--- src/fan_lamp_pkg.sv ---
// Purpose: constants and types for the fan speed, lamp and scan code registers
// Assumes: 100 MHz system clock, AXI4-Lite register access
// Notes:   printed offsets are register indices; byte address is four times the index
package fan_lamp_pkg;

	localparam int unsigned ADDR_W        = 12;
	localparam int unsigned CLK_PERIOD_NS = 10;

	// register indices
	localparam logic [9:0] IDX_FAN_B_SPEED_COUNT   = 10'h05a;
	localparam logic [9:0] IDX_FAN_A_COUNT_PRELOAD = 10'h05b;
	localparam logic [9:0] IDX_FAN_B_COUNT_PRELOAD = 10'h05c;
	localparam logic [9:0] IDX_LAMP_A_CONTROL      = 10'h05d;
	localparam logic [9:0] IDX_LAMP_B_CONTROL      = 10'h05e;
	localparam logic [9:0] IDX_SCAN_CODE_HOLD      = 10'h05f;
	localparam logic [9:0] IDX_RESERVED_FIRST      = 10'h060;
	localparam logic [9:0] IDX_RESERVED_LAST       = 10'h07f;

	// field layout and reset values
	localparam int unsigned LAMP_CODE_LSB = 0;
	localparam int unsigned LAMP_CODE_W   = 2;
	localparam logic [7:0]  REG_RESET     = 8'h00;
	localparam logic [7:0]  COUNT_MAX     = 8'hff;

	// lamp codes
	localparam logic [1:0] LAMP_OFF        = 2'h0;
	localparam logic [1:0] LAMP_BLINK_HALF = 2'h1;
	localparam logic [1:0] LAMP_BLINK_QRTR = 2'h2;
	localparam logic [1:0] LAMP_ON         = 2'h3;

	// timing
	localparam int unsigned TACH_TICK_NS      = 10000;
	localparam int unsigned TACH_TICK_CYCLES  = TACH_TICK_NS / CLK_PERIOD_NS;
	localparam int unsigned BLINK_HALF_MS     = 500;
	localparam int unsigned BLINK_HALF_CYCLES = (BLINK_HALF_MS * 1000000) / CLK_PERIOD_NS;

	localparam logic [1:0] RESP_OKAY   = 2'h0;
	localparam logic [1:0] RESP_SLVERR = 2'h2;

	typedef logic [1:0] lampPhase_t;

endpackage : fan_lamp_pkg

--- src/lamp_drive_if.sv ---
// Purpose: carries one lamp's code and blink phase to its driver, and the lamp level back
// Assumes: single clock domain
// Notes:   phase advances every half second
`timescale 1ns/1ps
`default_nettype none
interface lamp_drive_if;
	import fan_lamp_pkg::*;
	logic [1:0] code;
	lampPhase_t phase;
	logic       lampOn;
	modport ctrl (output code, output phase, input lampOn);
	modport drv  (input code, input phase, output lampOn);
endinterface : lamp_drive_if
`default_nettype wire

--- src/fan_tach_lamp_runtime_regs.sv ---
// Purpose: fan tach counting, two blinking lamps and a scan code holder behind AXI4-Lite
// Assumes: tach inputs are asynchronous pins; one clock, async active-high reset
// Notes:   register at index N sits at byte address 4*N, data in bits 7:0
//
// Functional notes
// - fan B pulse period (start to start) counted, read at 5A
// - count latched at pulse start, held
// - count may be invalid until the second pulse after preload
// - preload registers at 5B and 5C
// - preload write restarts that fan's count
// - lamp A bits 1:0, 00 off, 11 on
// - code 01 blinks 1 Hz, half duty
// - code 10 blinks 2 s, quarter duty
// - lamp B same field at 5E
// - scan code register at 5F, read/write
// - 60 to 7F read zero
//
// Design decision made here: the AXI4-Lite interface to the registers.
`timescale 1ns/1ps
`default_nettype none
module fan_tach_lamp_runtime_regs
	import fan_lamp_pkg::*;
#(
	parameter int unsigned HALF_SEC_CYCLES = BLINK_HALF_CYCLES
) (
	input  wire logic              clk_sys,
	input  wire logic              sys_rst,
	input  wire logic [ADDR_W-1:0] s_axil_awaddr,
	input  wire logic              s_axil_awvalid,
	output logic                   s_axil_awready,
	input  wire logic [31:0]       s_axil_wdata,
	input  wire logic [3:0]        s_axil_wstrb,
	input  wire logic              s_axil_wvalid,
	output logic                   s_axil_wready,
	output logic [1:0]             s_axil_bresp,
	output logic                   s_axil_bvalid,
	input  wire logic              s_axil_bready,
	input  wire logic [ADDR_W-1:0] s_axil_araddr,
	input  wire logic              s_axil_arvalid,
	output logic                   s_axil_arready,
	output logic [31:0]            s_axil_rdata,
	output logic [1:0]             s_axil_rresp,
	output logic                   s_axil_rvalid,
	input  wire logic              s_axil_rready,
	input  wire logic              fanATach,
	input  wire logic              fanBTach,
	output logic [7:0]             fanACount,
	output logic                   lampA,
	output logic                   lampB
);

	////////////////////////////////////////////////////////////////////////////////
	// state

	typedef struct packed {
		logic [9:0]      awIdx;
		logic            awHave;
		logic [7:0]      wData;
		logic            wLane0;
		logic            wHave;
		logic            bValid;
		logic [1:0]      bResp;
		logic            rValid;
		logic [7:0]      rData;
		logic [1:0]      rResp;
		logic [1:0][7:0] preload;
		logic [1:0][7:0] count;
		logic [1:0][7:0] latched;
		logic [1:0]      tachMeta;
		logic [1:0]      tachSync;
		logic [1:0]      tachPrev;
		logic [15:0]     tickCnt;
		logic [31:0]     halfCnt;
		lampPhase_t      phase;
		logic [7:0]      lampACtl;
		logic [7:0]      lampBCtl;
		logic [7:0]      scanCode;
	} regState_t;

	regState_t s_q;
	regState_t s_d;

	logic [1:0] tachIn;
	logic       tick;
	logic       halfTick;
	logic       doWrite;
	logic [9:0] arIdx;

	assign tachIn = {fanBTach, fanATach};
	assign arIdx  = s_axil_araddr[ADDR_W-1:2];

	////////////////////////////////////////////////////////////////////////////////
	// read decode

	function automatic logic [8:0] readReg(input regState_t s, input logic [9:0] idx);
		logic [8:0] r;
		r = {1'b1, 8'h00};
		unique case (idx)
			IDX_FAN_B_SPEED_COUNT:   r = {1'b0, s.latched[1]};
			IDX_FAN_A_COUNT_PRELOAD: r = {1'b0, s.preload[0]};
			IDX_FAN_B_COUNT_PRELOAD: r = {1'b0, s.preload[1]};
			IDX_LAMP_A_CONTROL:      r = {1'b0, s.lampACtl};
			IDX_LAMP_B_CONTROL:      r = {1'b0, s.lampBCtl};
			IDX_SCAN_CODE_HOLD:      r = {1'b0, s.scanCode};
			default: begin
				if (idx >= IDX_RESERVED_FIRST && idx <= IDX_RESERVED_LAST) begin
					r = {1'b0, 8'h00};
				end
			end
		endcase
		return r;
	endfunction : readReg

	////////////////////////////////////////////////////////////////////////////////
	// next state

	always_comb begin
		logic [8:0] rd;
		logic [8:0] wrChk;
		rd       = 9'h000;
		wrChk    = 9'h000;
		s_d      = s_q;
		tick     = (s_q.tickCnt == 16'(TACH_TICK_CYCLES - 1));
		halfTick = (s_q.halfCnt == 32'(HALF_SEC_CYCLES - 1));
		doWrite  = s_q.awHave && s_q.wHave && !s_q.bValid;

		// write address and data, either order
		if (s_axil_awvalid && s_axil_awready) begin
			s_d.awIdx  = s_axil_awaddr[ADDR_W-1:2];
			s_d.awHave = 1'b1;
		end
		if (s_axil_wvalid && s_axil_wready) begin
			s_d.wData  = s_axil_wdata[7:0];
			s_d.wLane0 = s_axil_wstrb[0];
			s_d.wHave  = 1'b1;
		end
		if (s_q.bValid && s_axil_bready) begin
			s_d.bValid = 1'b0;
		end

		// blink timebase
		s_d.halfCnt = halfTick ? 32'h00000000 : s_q.halfCnt + 32'h00000001;
		if (halfTick) begin
			s_d.phase = s_q.phase + 2'h1;
		end

		// tach sampling and counting
		s_d.tickCnt  = tick ? 16'h0000 : s_q.tickCnt + 16'h0001;
		s_d.tachMeta = tachIn;
		s_d.tachSync = s_q.tachMeta;
		s_d.tachPrev = s_q.tachSync;
		for (int f = 0; f < 2; f++) begin
			if (s_q.tachSync[f] && !s_q.tachPrev[f]) begin
				s_d.latched[f] = s_q.count[f];
				s_d.count[f]   = s_q.preload[f];
			end else if (tick) begin
				if (s_q.count[f] != COUNT_MAX) begin
					s_d.count[f] = s_q.count[f] + 8'h01;
				end
			end
		end

		// register writes
		if (doWrite) begin
			s_d.awHave = 1'b0;
			s_d.wHave  = 1'b0;
			s_d.bValid = 1'b1;
			wrChk      = readReg(s_q, s_q.awIdx);
			s_d.bResp  = wrChk[8] ? RESP_SLVERR : RESP_OKAY;
			if (s_q.wLane0) begin
				unique case (s_q.awIdx)
					IDX_FAN_A_COUNT_PRELOAD: begin
						s_d.preload[0] = s_q.wData;
						s_d.count[0]   = s_q.wData;
					end
					IDX_FAN_B_COUNT_PRELOAD: begin
						s_d.preload[1] = s_q.wData;
						s_d.count[1]   = s_q.wData;
					end
					IDX_LAMP_A_CONTROL:      s_d.lampACtl = s_q.wData;
					IDX_LAMP_B_CONTROL:      s_d.lampBCtl = s_q.wData;
					IDX_SCAN_CODE_HOLD:      s_d.scanCode = s_q.wData;
					default:                 s_d.scanCode = s_q.scanCode;
				endcase
			end
		end

		// read channel
		if (s_q.rValid && s_axil_rready) begin
			s_d.rValid = 1'b0;
		end
		if (s_axil_arvalid && s_axil_arready) begin
			rd         = readReg(s_q, arIdx);
			s_d.rValid = 1'b1;
			s_d.rData  = rd[7:0];
			s_d.rResp  = rd[8] ? RESP_SLVERR : RESP_OKAY;
		end
	end

	////////////////////////////////////////////////////////////////////////////////
	// registers

	always_ff @(posedge clk_sys or posedge sys_rst) begin
		if (sys_rst) begin
			s_q <= '0;
		end else begin
			s_q <= s_d;
		end
	end

	////////////////////////////////////////////////////////////////////////////////
	// lamps

	lamp_drive_if lampAIf ();
	lamp_drive_if lampBIf ();

	// only bits 1:0 reach the lamp
	assign lampAIf.code  = s_q.lampACtl[LAMP_CODE_LSB +: LAMP_CODE_W];
	assign lampAIf.phase = s_q.phase;
	assign lampBIf.code  = s_q.lampBCtl[LAMP_CODE_LSB +: LAMP_CODE_W];
	assign lampBIf.phase = s_q.phase;

	lamp_driver lampADrv (
		.clk_sys (clk_sys),
		.sys_rst (sys_rst),
		.lamp    (lampAIf.drv)
	);

	lamp_driver lampBDrv (
		.clk_sys (clk_sys),
		.sys_rst (sys_rst),
		.lamp    (lampBIf.drv)
	);

	assign lampA = lampAIf.lampOn;
	assign lampB = lampBIf.lampOn;

	////////////////////////////////////////////////////////////////////////////////
	// outputs

	assign s_axil_awready = !s_q.awHave && !s_q.bValid;
	assign s_axil_wready  = !s_q.wHave && !s_q.bValid;
	assign s_axil_bvalid  = s_q.bValid;
	assign s_axil_bresp   = s_q.bResp;
	assign s_axil_arready = !s_q.rValid;
	assign s_axil_rvalid  = s_q.rValid;
	assign s_axil_rdata   = {24'h000000, s_q.rData};
	assign s_axil_rresp   = s_q.rResp;
	assign fanACount      = s_q.latched[0];

endmodule : fan_tach_lamp_runtime_regs
`default_nettype wire

--- src/lamp_driver.sv ---
// Purpose: turns a lamp code and the shared blink phase into a lamp level
// Assumes: phase counts 0..3, one step per half second
// Notes:   output is registered
`timescale 1ns/1ps
`default_nettype none
module lamp_driver
	import fan_lamp_pkg::*;
(
	input  wire logic  clk_sys,
	input  wire logic  sys_rst,
	lamp_drive_if.drv  lamp
);

	typedef struct packed {
		logic on;
	} drvState_t;

	drvState_t s_q;
	drvState_t s_d;

	always_comb begin
		s_d = s_q;
		unique case (lamp.code)
			LAMP_OFF:        s_d.on = 1'b0;
			LAMP_BLINK_HALF: s_d.on = ~lamp.phase[0];
			LAMP_BLINK_QRTR: s_d.on = (lamp.phase == 2'h0);
			LAMP_ON:         s_d.on = 1'b1;
		endcase
	end

	always_ff @(posedge clk_sys or posedge sys_rst) begin
		if (sys_rst) begin
			s_q <= '0;
		end else begin
			s_q <= s_d;
		end
	end

	assign lamp.lampOn = s_q.on;

endmodule : lamp_driver
`default_nettype wire

--- config.mk ---
export PLATFORM = sky130hd
export DESIGN_NAME = fan_tach_lamp_runtime_regs
export DESIGN_NICKNAME = d
export VERILOG_FILES = /design/src/fan_lamp_pkg.sv /design/src/lamp_drive_if.sv /design/src/fan_tach_lamp_runtime_regs.sv /design/src/lamp_driver.sv
export SDC_FILE = /design/constraint.sdc
export NUM_CORES = 1
export LEC_CHECK = 0
export BUFFER_PORTS_ARGS = -buffer_cell sky130_fd_sc_hd__buf_2
export CORE_MARGIN = 10
export CORE_UTILIZATION = 52
export CTS_BUF_LIST = sky130_fd_sc_hd__clkbuf_2
export DETAILED_ROUTE_END_ITERATION = 6
export MAX_ROUTING_LAYER = met4
export PLACE_DENSITY = 0.72
export SLEW_MARGIN = 5
export SYNTH_ARGS = -nofsm -noshare
export SYNTH_HDL_FRONTEND = slang
export SYNTH_SLANG_ARGS = --single-unit
--- constraint.sdc ---
create_clock -name clk_sys -period 10.25 [get_ports clk_sys]
set_input_delay 1.5375 -clock clk_sys [delete_from_list [all_inputs] [get_ports clk_sys]]
set_output_delay 1.5375 -clock clk_sys [all_outputs]
set_load 0.005 [all_outputs]
# After elaboration in Yosys (flattened, before gate mapping)
# Cells that the tools add are included.
[word_totals]
reg_bits = 165
latchBits = 0
ramBits = 0
rom_bits = 0
in_bits = 69
word_cells = 119
n_memories = 0
[classes]
addsub = 5
multipliers = 0
div_mod_pow = 0
order_cmp = 4
eq_ne = 22
n_shift = 0
mux = 29
n_bitwise = 1
reduce_logical = 31
[op_table]
columns = ["cell", "n"]
rows = [
  ["$eq 10x7->1 const B", 12],
  ["$pmux 9 s6", 2],
  ["$mux 8", 8],
  ["$mux 16", 3],
  ["$mux 9", 4],
  ["$add 32x1->32 const B", 1],
  ["$eq 32x26->1 const B", 1],
  ["$mux 32", 1],
  ["$ge 10x7->1 const B", 2],
  ["$le 10x7->1 const B", 2],
  ["$add 16x1->16 const B", 1],
  ["$add 8x1->8 const B", 2],
  ["$eq 16x10->1 const B", 1],
  ["$ne 8x8->1 const B", 2],
  ["$reduce_and 3->1", 5],
  ["$logic_and 1x1->1", 13],
  ["$mux 11", 1],
  ["$eq 2x2->1 const B", 4],
  ["$pmux 1 s4", 2],
  ["$reduce_bool 2->1", 4],
  ["$logic_not 1->1", 6],
  ["$logic_not 2->1", 3],
  ["$mux 1", 5],
  ["$eq 2x1->1 const B", 2],
  ["4 further kinds", 5],
]

# Logic depth before layout (Yosys ltp)
# Gate-level depths: netlist of run 1.
[logic_depth]
depth_word = 7
mapped_depth = 7
mapped_depth_nobuf = 6

# Modules after synthesis
# Synthesis of run 1 repeated with hierarchy kept, for this count alone.
[hier_totals]
hier_cells = 738
area_unflattened_um2 = 7837.5
[by_module_without_submodules]
columns = ["mod", "instances", "cells_per_inst", "area_per_inst_um2"]
rows = [
  ["fan_tach_lamp_runtime_regs", 1, 728, 7739.9],
  ["lamp_driver", 2, 5, 48.8],
]

# Worst setup path before layout of run 1
# OpenSTA, ideal clock, no wires.
[synth_timing]
path_kind = "input to register"
startpoint = "in s_axil_araddr[9]"
endpoint = "reg s_q (netlist bit s_axil_rdata[0])"
arrival_time_ns = 2.785
path_slack_ns = 7.388
stages = 5
n_path_buf = 0
cell_sequence = "nor4b_2 -> nand3_1 -> nor3_1 -> a21oi_1 -> a21oi_1"
[synth_between]
elab_chain_len = 3
word_cells_on_any_way = 8
classes_between = "eq/ne: 6; mux: 2"
[synth_rtl]
columns = ["element", "line", "rtl"]
rows = [
  ["start: declaration", "fan_tach_lamp_runtime_regs.sv:38", "input wire logic [ADDR_W-1:0] s_axil_araddr,"],
  ["$eq 10x7->1", "fan_tach_lamp_runtime_regs.sv:98", "unique case (idx)"],
  ["$pmux 9 s6 *", "fan_tach_lamp_runtime_regs.sv:98", ""],
  ["$mux 9 *", "fan_tach_lamp_runtime_regs.sv:192", "if (s_axil_arvalid && s_axil_arready) begin"],
  ["end signal: assignment", "fan_tach_lamp_runtime_regs.sv:205", "s_q <= '0;"],
  ["end signal: assignment", "fan_tach_lamp_runtime_regs.sv:207", "s_q <= s_d;"],
  ["end: declaration", "fan_tach_lamp_runtime_regs.sv:80", "regState_t s_q;"],
]
# Mark *: on every way between the ends. The rest lies on a longest branch, timed or not. The select of a mux whose other input is x is not followed.
# A chain may end at the register's enable or synchronous reset.

# Worst setup path in the final report of run 1
[layout_timing]
startpoint = "reg s_q (netlist bit s_axil_bvalid)"
endpoint = "out s_axil_wready"
[layout_between]
elab_chain_len = 2
[layout_rtl]
columns = ["element", "line", "rtl"]
rows = [
  ["$logic_not 1->1", "fan_tach_lamp_runtime_regs.sv:242", "assign s_axil_wready = !s_q.wHave && !s_q.bValid;"],
  ["$logic_and 1x1->1", "fan_tach_lamp_runtime_regs.sv:242", ""],
  ["end: declaration", "fan_tach_lamp_runtime_regs.sv:34", "output logic s_axil_wready,"],
]
# No other way between the ends.

==> results of run 1 <==
-- sequential cells by signal, summed over array words and instances (netlist names) --
name and flops:
s_q 131, fanACount 8, s_axil_rdata 8, s_d 4, lampAIf.code 2, lampAIf.phase 2, lampBIf.code 2, lampADrv.lamp.lampOn 1
lampBDrv.lamp.lampOn 1, s_axil_bresp 1, s_axil_bvalid 1, s_axil_rresp 1, s_axil_rvalid 1
-- cell usage in the layout (no fill, tap or decap), drive strengths merged, types with 4 or more instances in the layout --
cell type	n
inv	13
conb	26
nor4	14
buf	63
nor3b	4
xor2	13
nor2b	4
nand2	112
o211ai	6
nand3	23
ha	5
a31oi	4
and2	6
or3	8
nor3	12
mux2i	21
o21ai	29
clkbuf	21
nand4	21
nand2b	7
and3	9
and4	4
clkinv	5
a21oi	36
nor2	60
mux2	46
xnor2	33
dfrtp	163
-- layout make-up --
| cell class | instances | area, um2 |
|---|---|---|
| diodes | 1 | 2.50 |
| clock buffers | 21 | 105 |
| clock inverters | 11 | 154 |
| fillers | 1339 | 6670 |
| inverters | 12 | 50.0 |
| multi-input cells | 539 | 3480 |
| flip-flops and latches | 163 | 4080 |
| well taps | 188 | 235 |
| repair buffers | 63 | 318 |
-- kinds of logic after synthesis --
logic type                 count (synthesis)  share of synthesized area, %
AOI/OAI and AO/OA                         93                          6.84
and+or+nand+nor                          302                          20.1
muxes                                     67                          9.84
DFF                                      163                          51.4
other                                      1                        0.0472
buffers and inverters                     77                          5.97
adders and majority gates                  5                         0.788
xor gates and xnor gates                  46                          5.08
-- worst paths after layout --
check / end / slack, ps
hold / removal: s_d[74] / 370
max in group asynchronous: s_q[92] / 7860
setup reg to reg: s_q[110] / 7690
min in group asynchronous: s_q[18] / 880
hold reg to reg: s_d[74] / 370
setup / recovery: s_axil_wready / 7240
-- critical path: stages, from the launching register on --
cell	delay, ps
dfrtp_1	470
nor2_1	140
buf_2	130
-- metal layers --
layer,GRT usage (%),vias up
met1,22.8,2750
met3,3.40,33
met2,26.6,199
li1,-,2648
met5,-,-
met4,7.04,0
-- power groups by stage --
stage          registers, mW  logic (mW)  clock network [mW]
2_1_floorplan          0.771       0.180                   0
3_3_place_gp           0.816       0.190                   0
3_5_place_dp           0.823       0.197                   0
4_1_cts                0.811       0.199               0.378
5_1_grt                0.822       0.219               0.406
6_report               0.809       0.195               0.368
==> flow_metrics.py, run 1 <==
metrics = {
    "logic_synthesis": {
        "yosys_register_bits": 163,
        "syn_inst": 754,
        "ys.flop_type": "dfrtp_1",
        "syn_area_per_cell_um2": 10.5,
        "ys_seq_area_share_pct": 51.4,
        "ys_top_cells_by_area": "dfrtp_1, nand2_1, buf_4, mux2_2, xnor2_1",
        "ys_types": 66,
        "async_reset_ff_share_pct": 100,
        "synth-edff-count": 0,
        "yosysWarningCount": 0,
        "synthTopCellsByCount": "dfrtp_1, nand2_1, nor2_1",
        "yosysMostFrequentCell": "dfrtp_1",
        "synth_top_area_cell": "dfrtp_1",
        "netlist_area_mm2": 0.00794,
        "synth_top_cell_area_share_pct": 51.4,
    },
    "grt": {
        "grt_overflow_total": 0,
        "grt_pass1_vias": 5659,
        "antenna_found_initial": 1,
        "grt_pass1_wl_um": 28200,
        "grt_max_degree": 85,
        "grt_use_total_pct": 17.5,
    },
    "power_and_ir_drop": {
        "p_per_area_mw_per_mm2": 163,
        "power_frac_comb_pct": 14.2,
        "p_sw_mw": 0.423,
        "p_clk_share_pct": 26.8,
        "internal-power_mw": 0.950,
        "total_power_mw": 1.37,
        "swShare_pct": 30.8,
        "p_leak_nw": 3.95,
        "vdd_drop_max_v": 0.000139,
        "pwr-share-seq_pct": 59.0,
    },
    "clocking": {
        "insertion_delay_ps": 760,
        "post_cts_buffers": 0,
        "ctsResizeCount": 0,
        "cts_buffers": 17,
        "cts.reportedPaths.clkPinSlew_ps": 200,
        "cts.sinks": 163,
        "cts.path.max_buffers": 2,
        "ctsRootBufferMaster": "clkbuf_2",
        "htreeDepth": 4,
        "cts_hold_buffers": 0,
        "cts_tree": "yes",
    },
    "die": {
        "start_util_pct": 52.6,
        "die_y_um": 144,
        "die_w_um": 144,
        "core_area_mm2": 0.0151,
        "ios": 120,
        "die_area_mm2": 0.0206,
        "rows": 45,
    },
    "timing": {
        "hold_viol": 0,
        "hold_slack_ps": 374,
        "max_freq_mhz": 333,
        "tightest_slew_ps": 1190,
        "period_share_pct": 29.3,
        "layout_setup_ws_ps": 7240,
        "tns_ps": 0,
        "fin_crit_ps": 3010,
        "slew_headroom_pct": 20.8,
        "rsz0062_at_grt": "false",
        "finalMaxSlewViolations": 0,
        "setup_viol": 0,
        "skew_ps": 41.0,
    },
    "critical_path": {
        "arrival_ps": 1470,
        "worstSetupEndpointType": "primary output",
        "critPathKind": "flop to primary output",
        "r2r-start": "s_q[154]",
        "required_ps": 8710,
        "cp_max_fo": 6,
        "start_kind": "flop",
        "critical_path.startpoint": "s_axil_bvalid",
        "r2r_cells": 5,
    },
    "run_status": {
        "status": "finished, final reports clean",
    },
    "routing": {
        "drt-vias-per-instance": 5.64,
        "wirelength_um": 17000,
        "wl_met2_um": 7880,
        "ant_nets": 0,
        "vias": 5630,
        "top_layer_used": "met4",
        "wl_met1_um": 7690,
        "wl_met3_um": 1100,
        "routedWlPerCell_um": 17.0,
        "first_iter_violations": 493,
        "drtPass1Iterations": 5,
        "drc_errors": 0,
    },
    "placement": {
        "place_hpwl_um": 12300,
        "port_buffers": 62,
        "pre_cts_slack_ps": 6930,
        "dpl_cell_area_mm2": 0.00816,
        "gp_congestion": 0.922,
        "placed_cells": 965,
    },
    "cells_and_area": {
        "final_cells": 998,
        "nNetsFinal": 870,
        "stdcell_area_mm2": 0.00842,
        "syn_to_final_growth_pct": 6.10,
        "finish.utilization_pct": 55.8,
        "drive_gt1_share_pct": 19.0,
    },
    "hold_path": {
        "hp-class": "flop to flop",
        "min_path_cells": 0,
        "worstHoldStart": "s_d[76]",
    },
    "flow_run": {
        "maxCapViolCount": 0,
    },
}
No activity file was read; power rests on OpenSTA's default activity.
==> run 2: changes to the inputs <==
--- a/config.mk
+++ b/config.mk
@@ -11,7 +11,7 @@
 export CTS_BUF_LIST = sky130_fd_sc_hd__clkbuf_2
 export DETAILED_ROUTE_END_ITERATION = 6
 export MAX_ROUTING_LAYER = met4
-export PLACE_DENSITY = 0.72
+export PLACE_DENSITY = 0.75
 export SLEW_MARGIN = 5
 export SYNTH_ARGS = -nofsm -noshare
 export SYNTH_HDL_FRONTEND = slang
==> constraint.sdc (replaced) <==
create_clock -name clk_sys -period 2.7 [get_ports clk_sys]
set_input_delay 0.405 -clock clk_sys [delete_from_list [all_inputs] [get_ports clk_sys]]
set_output_delay 0.405 -clock clk_sys [all_outputs]
set_load 0.005 [all_outputs]
==> flow_metrics.py, run 2 (same netlist as run 1, synthesis figures left out) <==
metrics = {
    "run_status": {
        "status": "finished, final reports clean",
    },
    "grt": {
        "antenna_found_initial": 1,
        "grt_pass1_wl_um": 28100,
        "grt_max_degree": 118,
        "grt_pass1_vias": 5640,
        "grt_overflow_total": 0,
        "grt_use_total_pct": 17.6,
    },
    "critical_path": {
        "r2r-end": "s_q[99]",
        "critPathKind": "flop to flop",
        "rrSetupSlack_ps": 290,
        "r2r-start": "s_q[58]",
        "arrival_ps": 3080,
        "required_ps": 3380,
        "worstSetupEndpointType": "flop",
        "r2r_cells": 6,
        "cp_max_fo": 8,
        "start_kind": "flop",
    },
    "clocking": {
        "cts_tree": "yes",
        "post_cts_buffers": 0,
        "cts_buffers": 17,
        "cts.path.max_buffers": 2,
        "cts.reportedPaths.clkPinSlew_ps": 220,
        "htreeDepth": 4,
        "cts.sinks": 163,
        "insertion_delay_ps": 740,
        "ctsRootBufferMaster": "clkbuf_2",
    },
    "cells_and_area": {
        "top_register": "s_q",
        "nNetsFinal": 910,
        "drive_gt1_share_pct": 19.1,
        "stdcell_area_mm2": 0.00874,
        "final_cell_mix": "dfrtp_1, nand2_1, buf_2",
        "final_cells": 1035,
        "syn_to_final_growth_pct": 10.1,
        "final_common_cell": "dfrtp_1",
        "largest_register_ffs": 131,
        "nFillCells": 1303,
        "finish.utilization_pct": 57.9,
    },
    "timing": {
        "hold_viol": 0,
        "fin_crit_ps": 2410,
        "hold_slack_ps": 213,
        "slew_headroom_pct": 56.5,
        "max_freq_mhz": 416,
        "finalMaxSlewViolations": 0,
        "rsz0062_at_grt": "false",
        "tns_ps": 0,
        "skew_ps": 31.8,
        "period_share_pct": 89.1,
        "setup_viol": 0,
        "tightest_slew_ps": 652,
    },
    "routing": {
        "wirelength_um": 17000,
        "ant_nets": 0,
        "drt-vias-per-instance": 5.44,
        "first_iter_violations": 328,
        "drtPass1Iterations": 5,
        "drc_errors": 0,
        "vias": 5631,
        "routedWlPerCell_um": 16.5,
    },
    "power_and_ir_drop": {
        "pwr-share-seq_pct": 60.8,
        "p_per_area_mw_per_mm2": 580,
        "p_sw_mw": 1.55,
        "p_clk_share_pct": 23.8,
        "swShare_pct": 30.7,
        "power_frac_comb_pct": 15.4,
        "vdd_drop_max_v": 0.000528,
        "p_leak_nw": 4.11,
        "internal-power_mw": 3.51,
    },
    "placement": {
        "place_hpwl_um": 11700,
        "port_buffers": 62,
        "dpl_cell_area_mm2": 0.00826,
        "placed_cells": 977,
        "gp_congestion": 0.889,
    },
    "die": {
        "core_area_mm2": 0.0151,
        "start_util_pct": 52.6,
        "die_w_um": 144,
        "die_y_um": 144,
        "rows": 45,
        "ios": 120,
        "die_area_mm2": 0.0206,
    },
    "flow_run": {
        "maxCapViolCount": 0,
    },
    "hold_path": {
        "worstHoldStart": "s_axil_arvalid",
        "hp-class": "input pin to flop",
        "min_to": "s_axil_rdata[7]",
        "min_path_cells": 5,
    },
}
run 2: worst max-delay path by stage:
stage,start,to,slack (ps),depth (start not counted)
detailed placement,s_q[58],s_q[99],480,6
global placement,s_q[58],s_q[99],520,6
finish,s_q[58],s_q[99],290,6
global route,s_q[58],s_q[99],140,6
CTS,s_q[58],s_q[99],370,6
floorplan,sys_rst,fanACount[0],220,1
run 2: final cells by class:
class	instances	area, um2	area share [%]
antenna	1	2.50	0.0286
clock buffer	21	105	1.20
clock inverter	8	88.8	1.02
inverter	12	48.8	0.558
multi-input combinational	539	3480	39.8
sequential	163	4080	46.7
tap	188	235	2.69
timing repair buffer	103	701	8.02
run 2: through the flow:
step                setup WS (ps)  power [mW]
CTS                           371        5.11
global route                  137        5.36
finish                        293        5.07
detailed placement            478        3.88
floorplan                     224        3.61
global placement              523        3.85
run 2: power by group through the flow:
stage	Sequential [mW]	Combinational, mW	Clock (mW)
after floorplan	2.93	0.684	0
after global placement	3.12	0.732	0
after detailed placement	3.12	0.756	0
after CTS	3.08	0.787	1.25
after global routing	3.13	0.874	1.36
final	3.08	0.779	1.21
run 2: worst max-delay path, stage by stage (launching register included):
cell and delay (ps):
dfrtp_1 420, ha_1 220, nor4bb_1 410, nand4_1 490, or3_1 500, a31o_1 210
o21ai_1 110
run 2: per-layer routing:
metal / wire (um) / global-route usage [%] / vias to the layer above
met5: 0 / - / -
met3: 992 / 4.52 / 28
met2: 7780 / 26.1 / 159
met4: 321 / 5.53 / 0
li1: - / - / 2726
met1: 7940 / 23.3 / 2718
run 2: timing repair:
item / 4_1_cts / 5_1_grt
hold buffers: 28 / 0
hold endpoints to repair: 188 / 0
gates resized for setup: 0 / 0
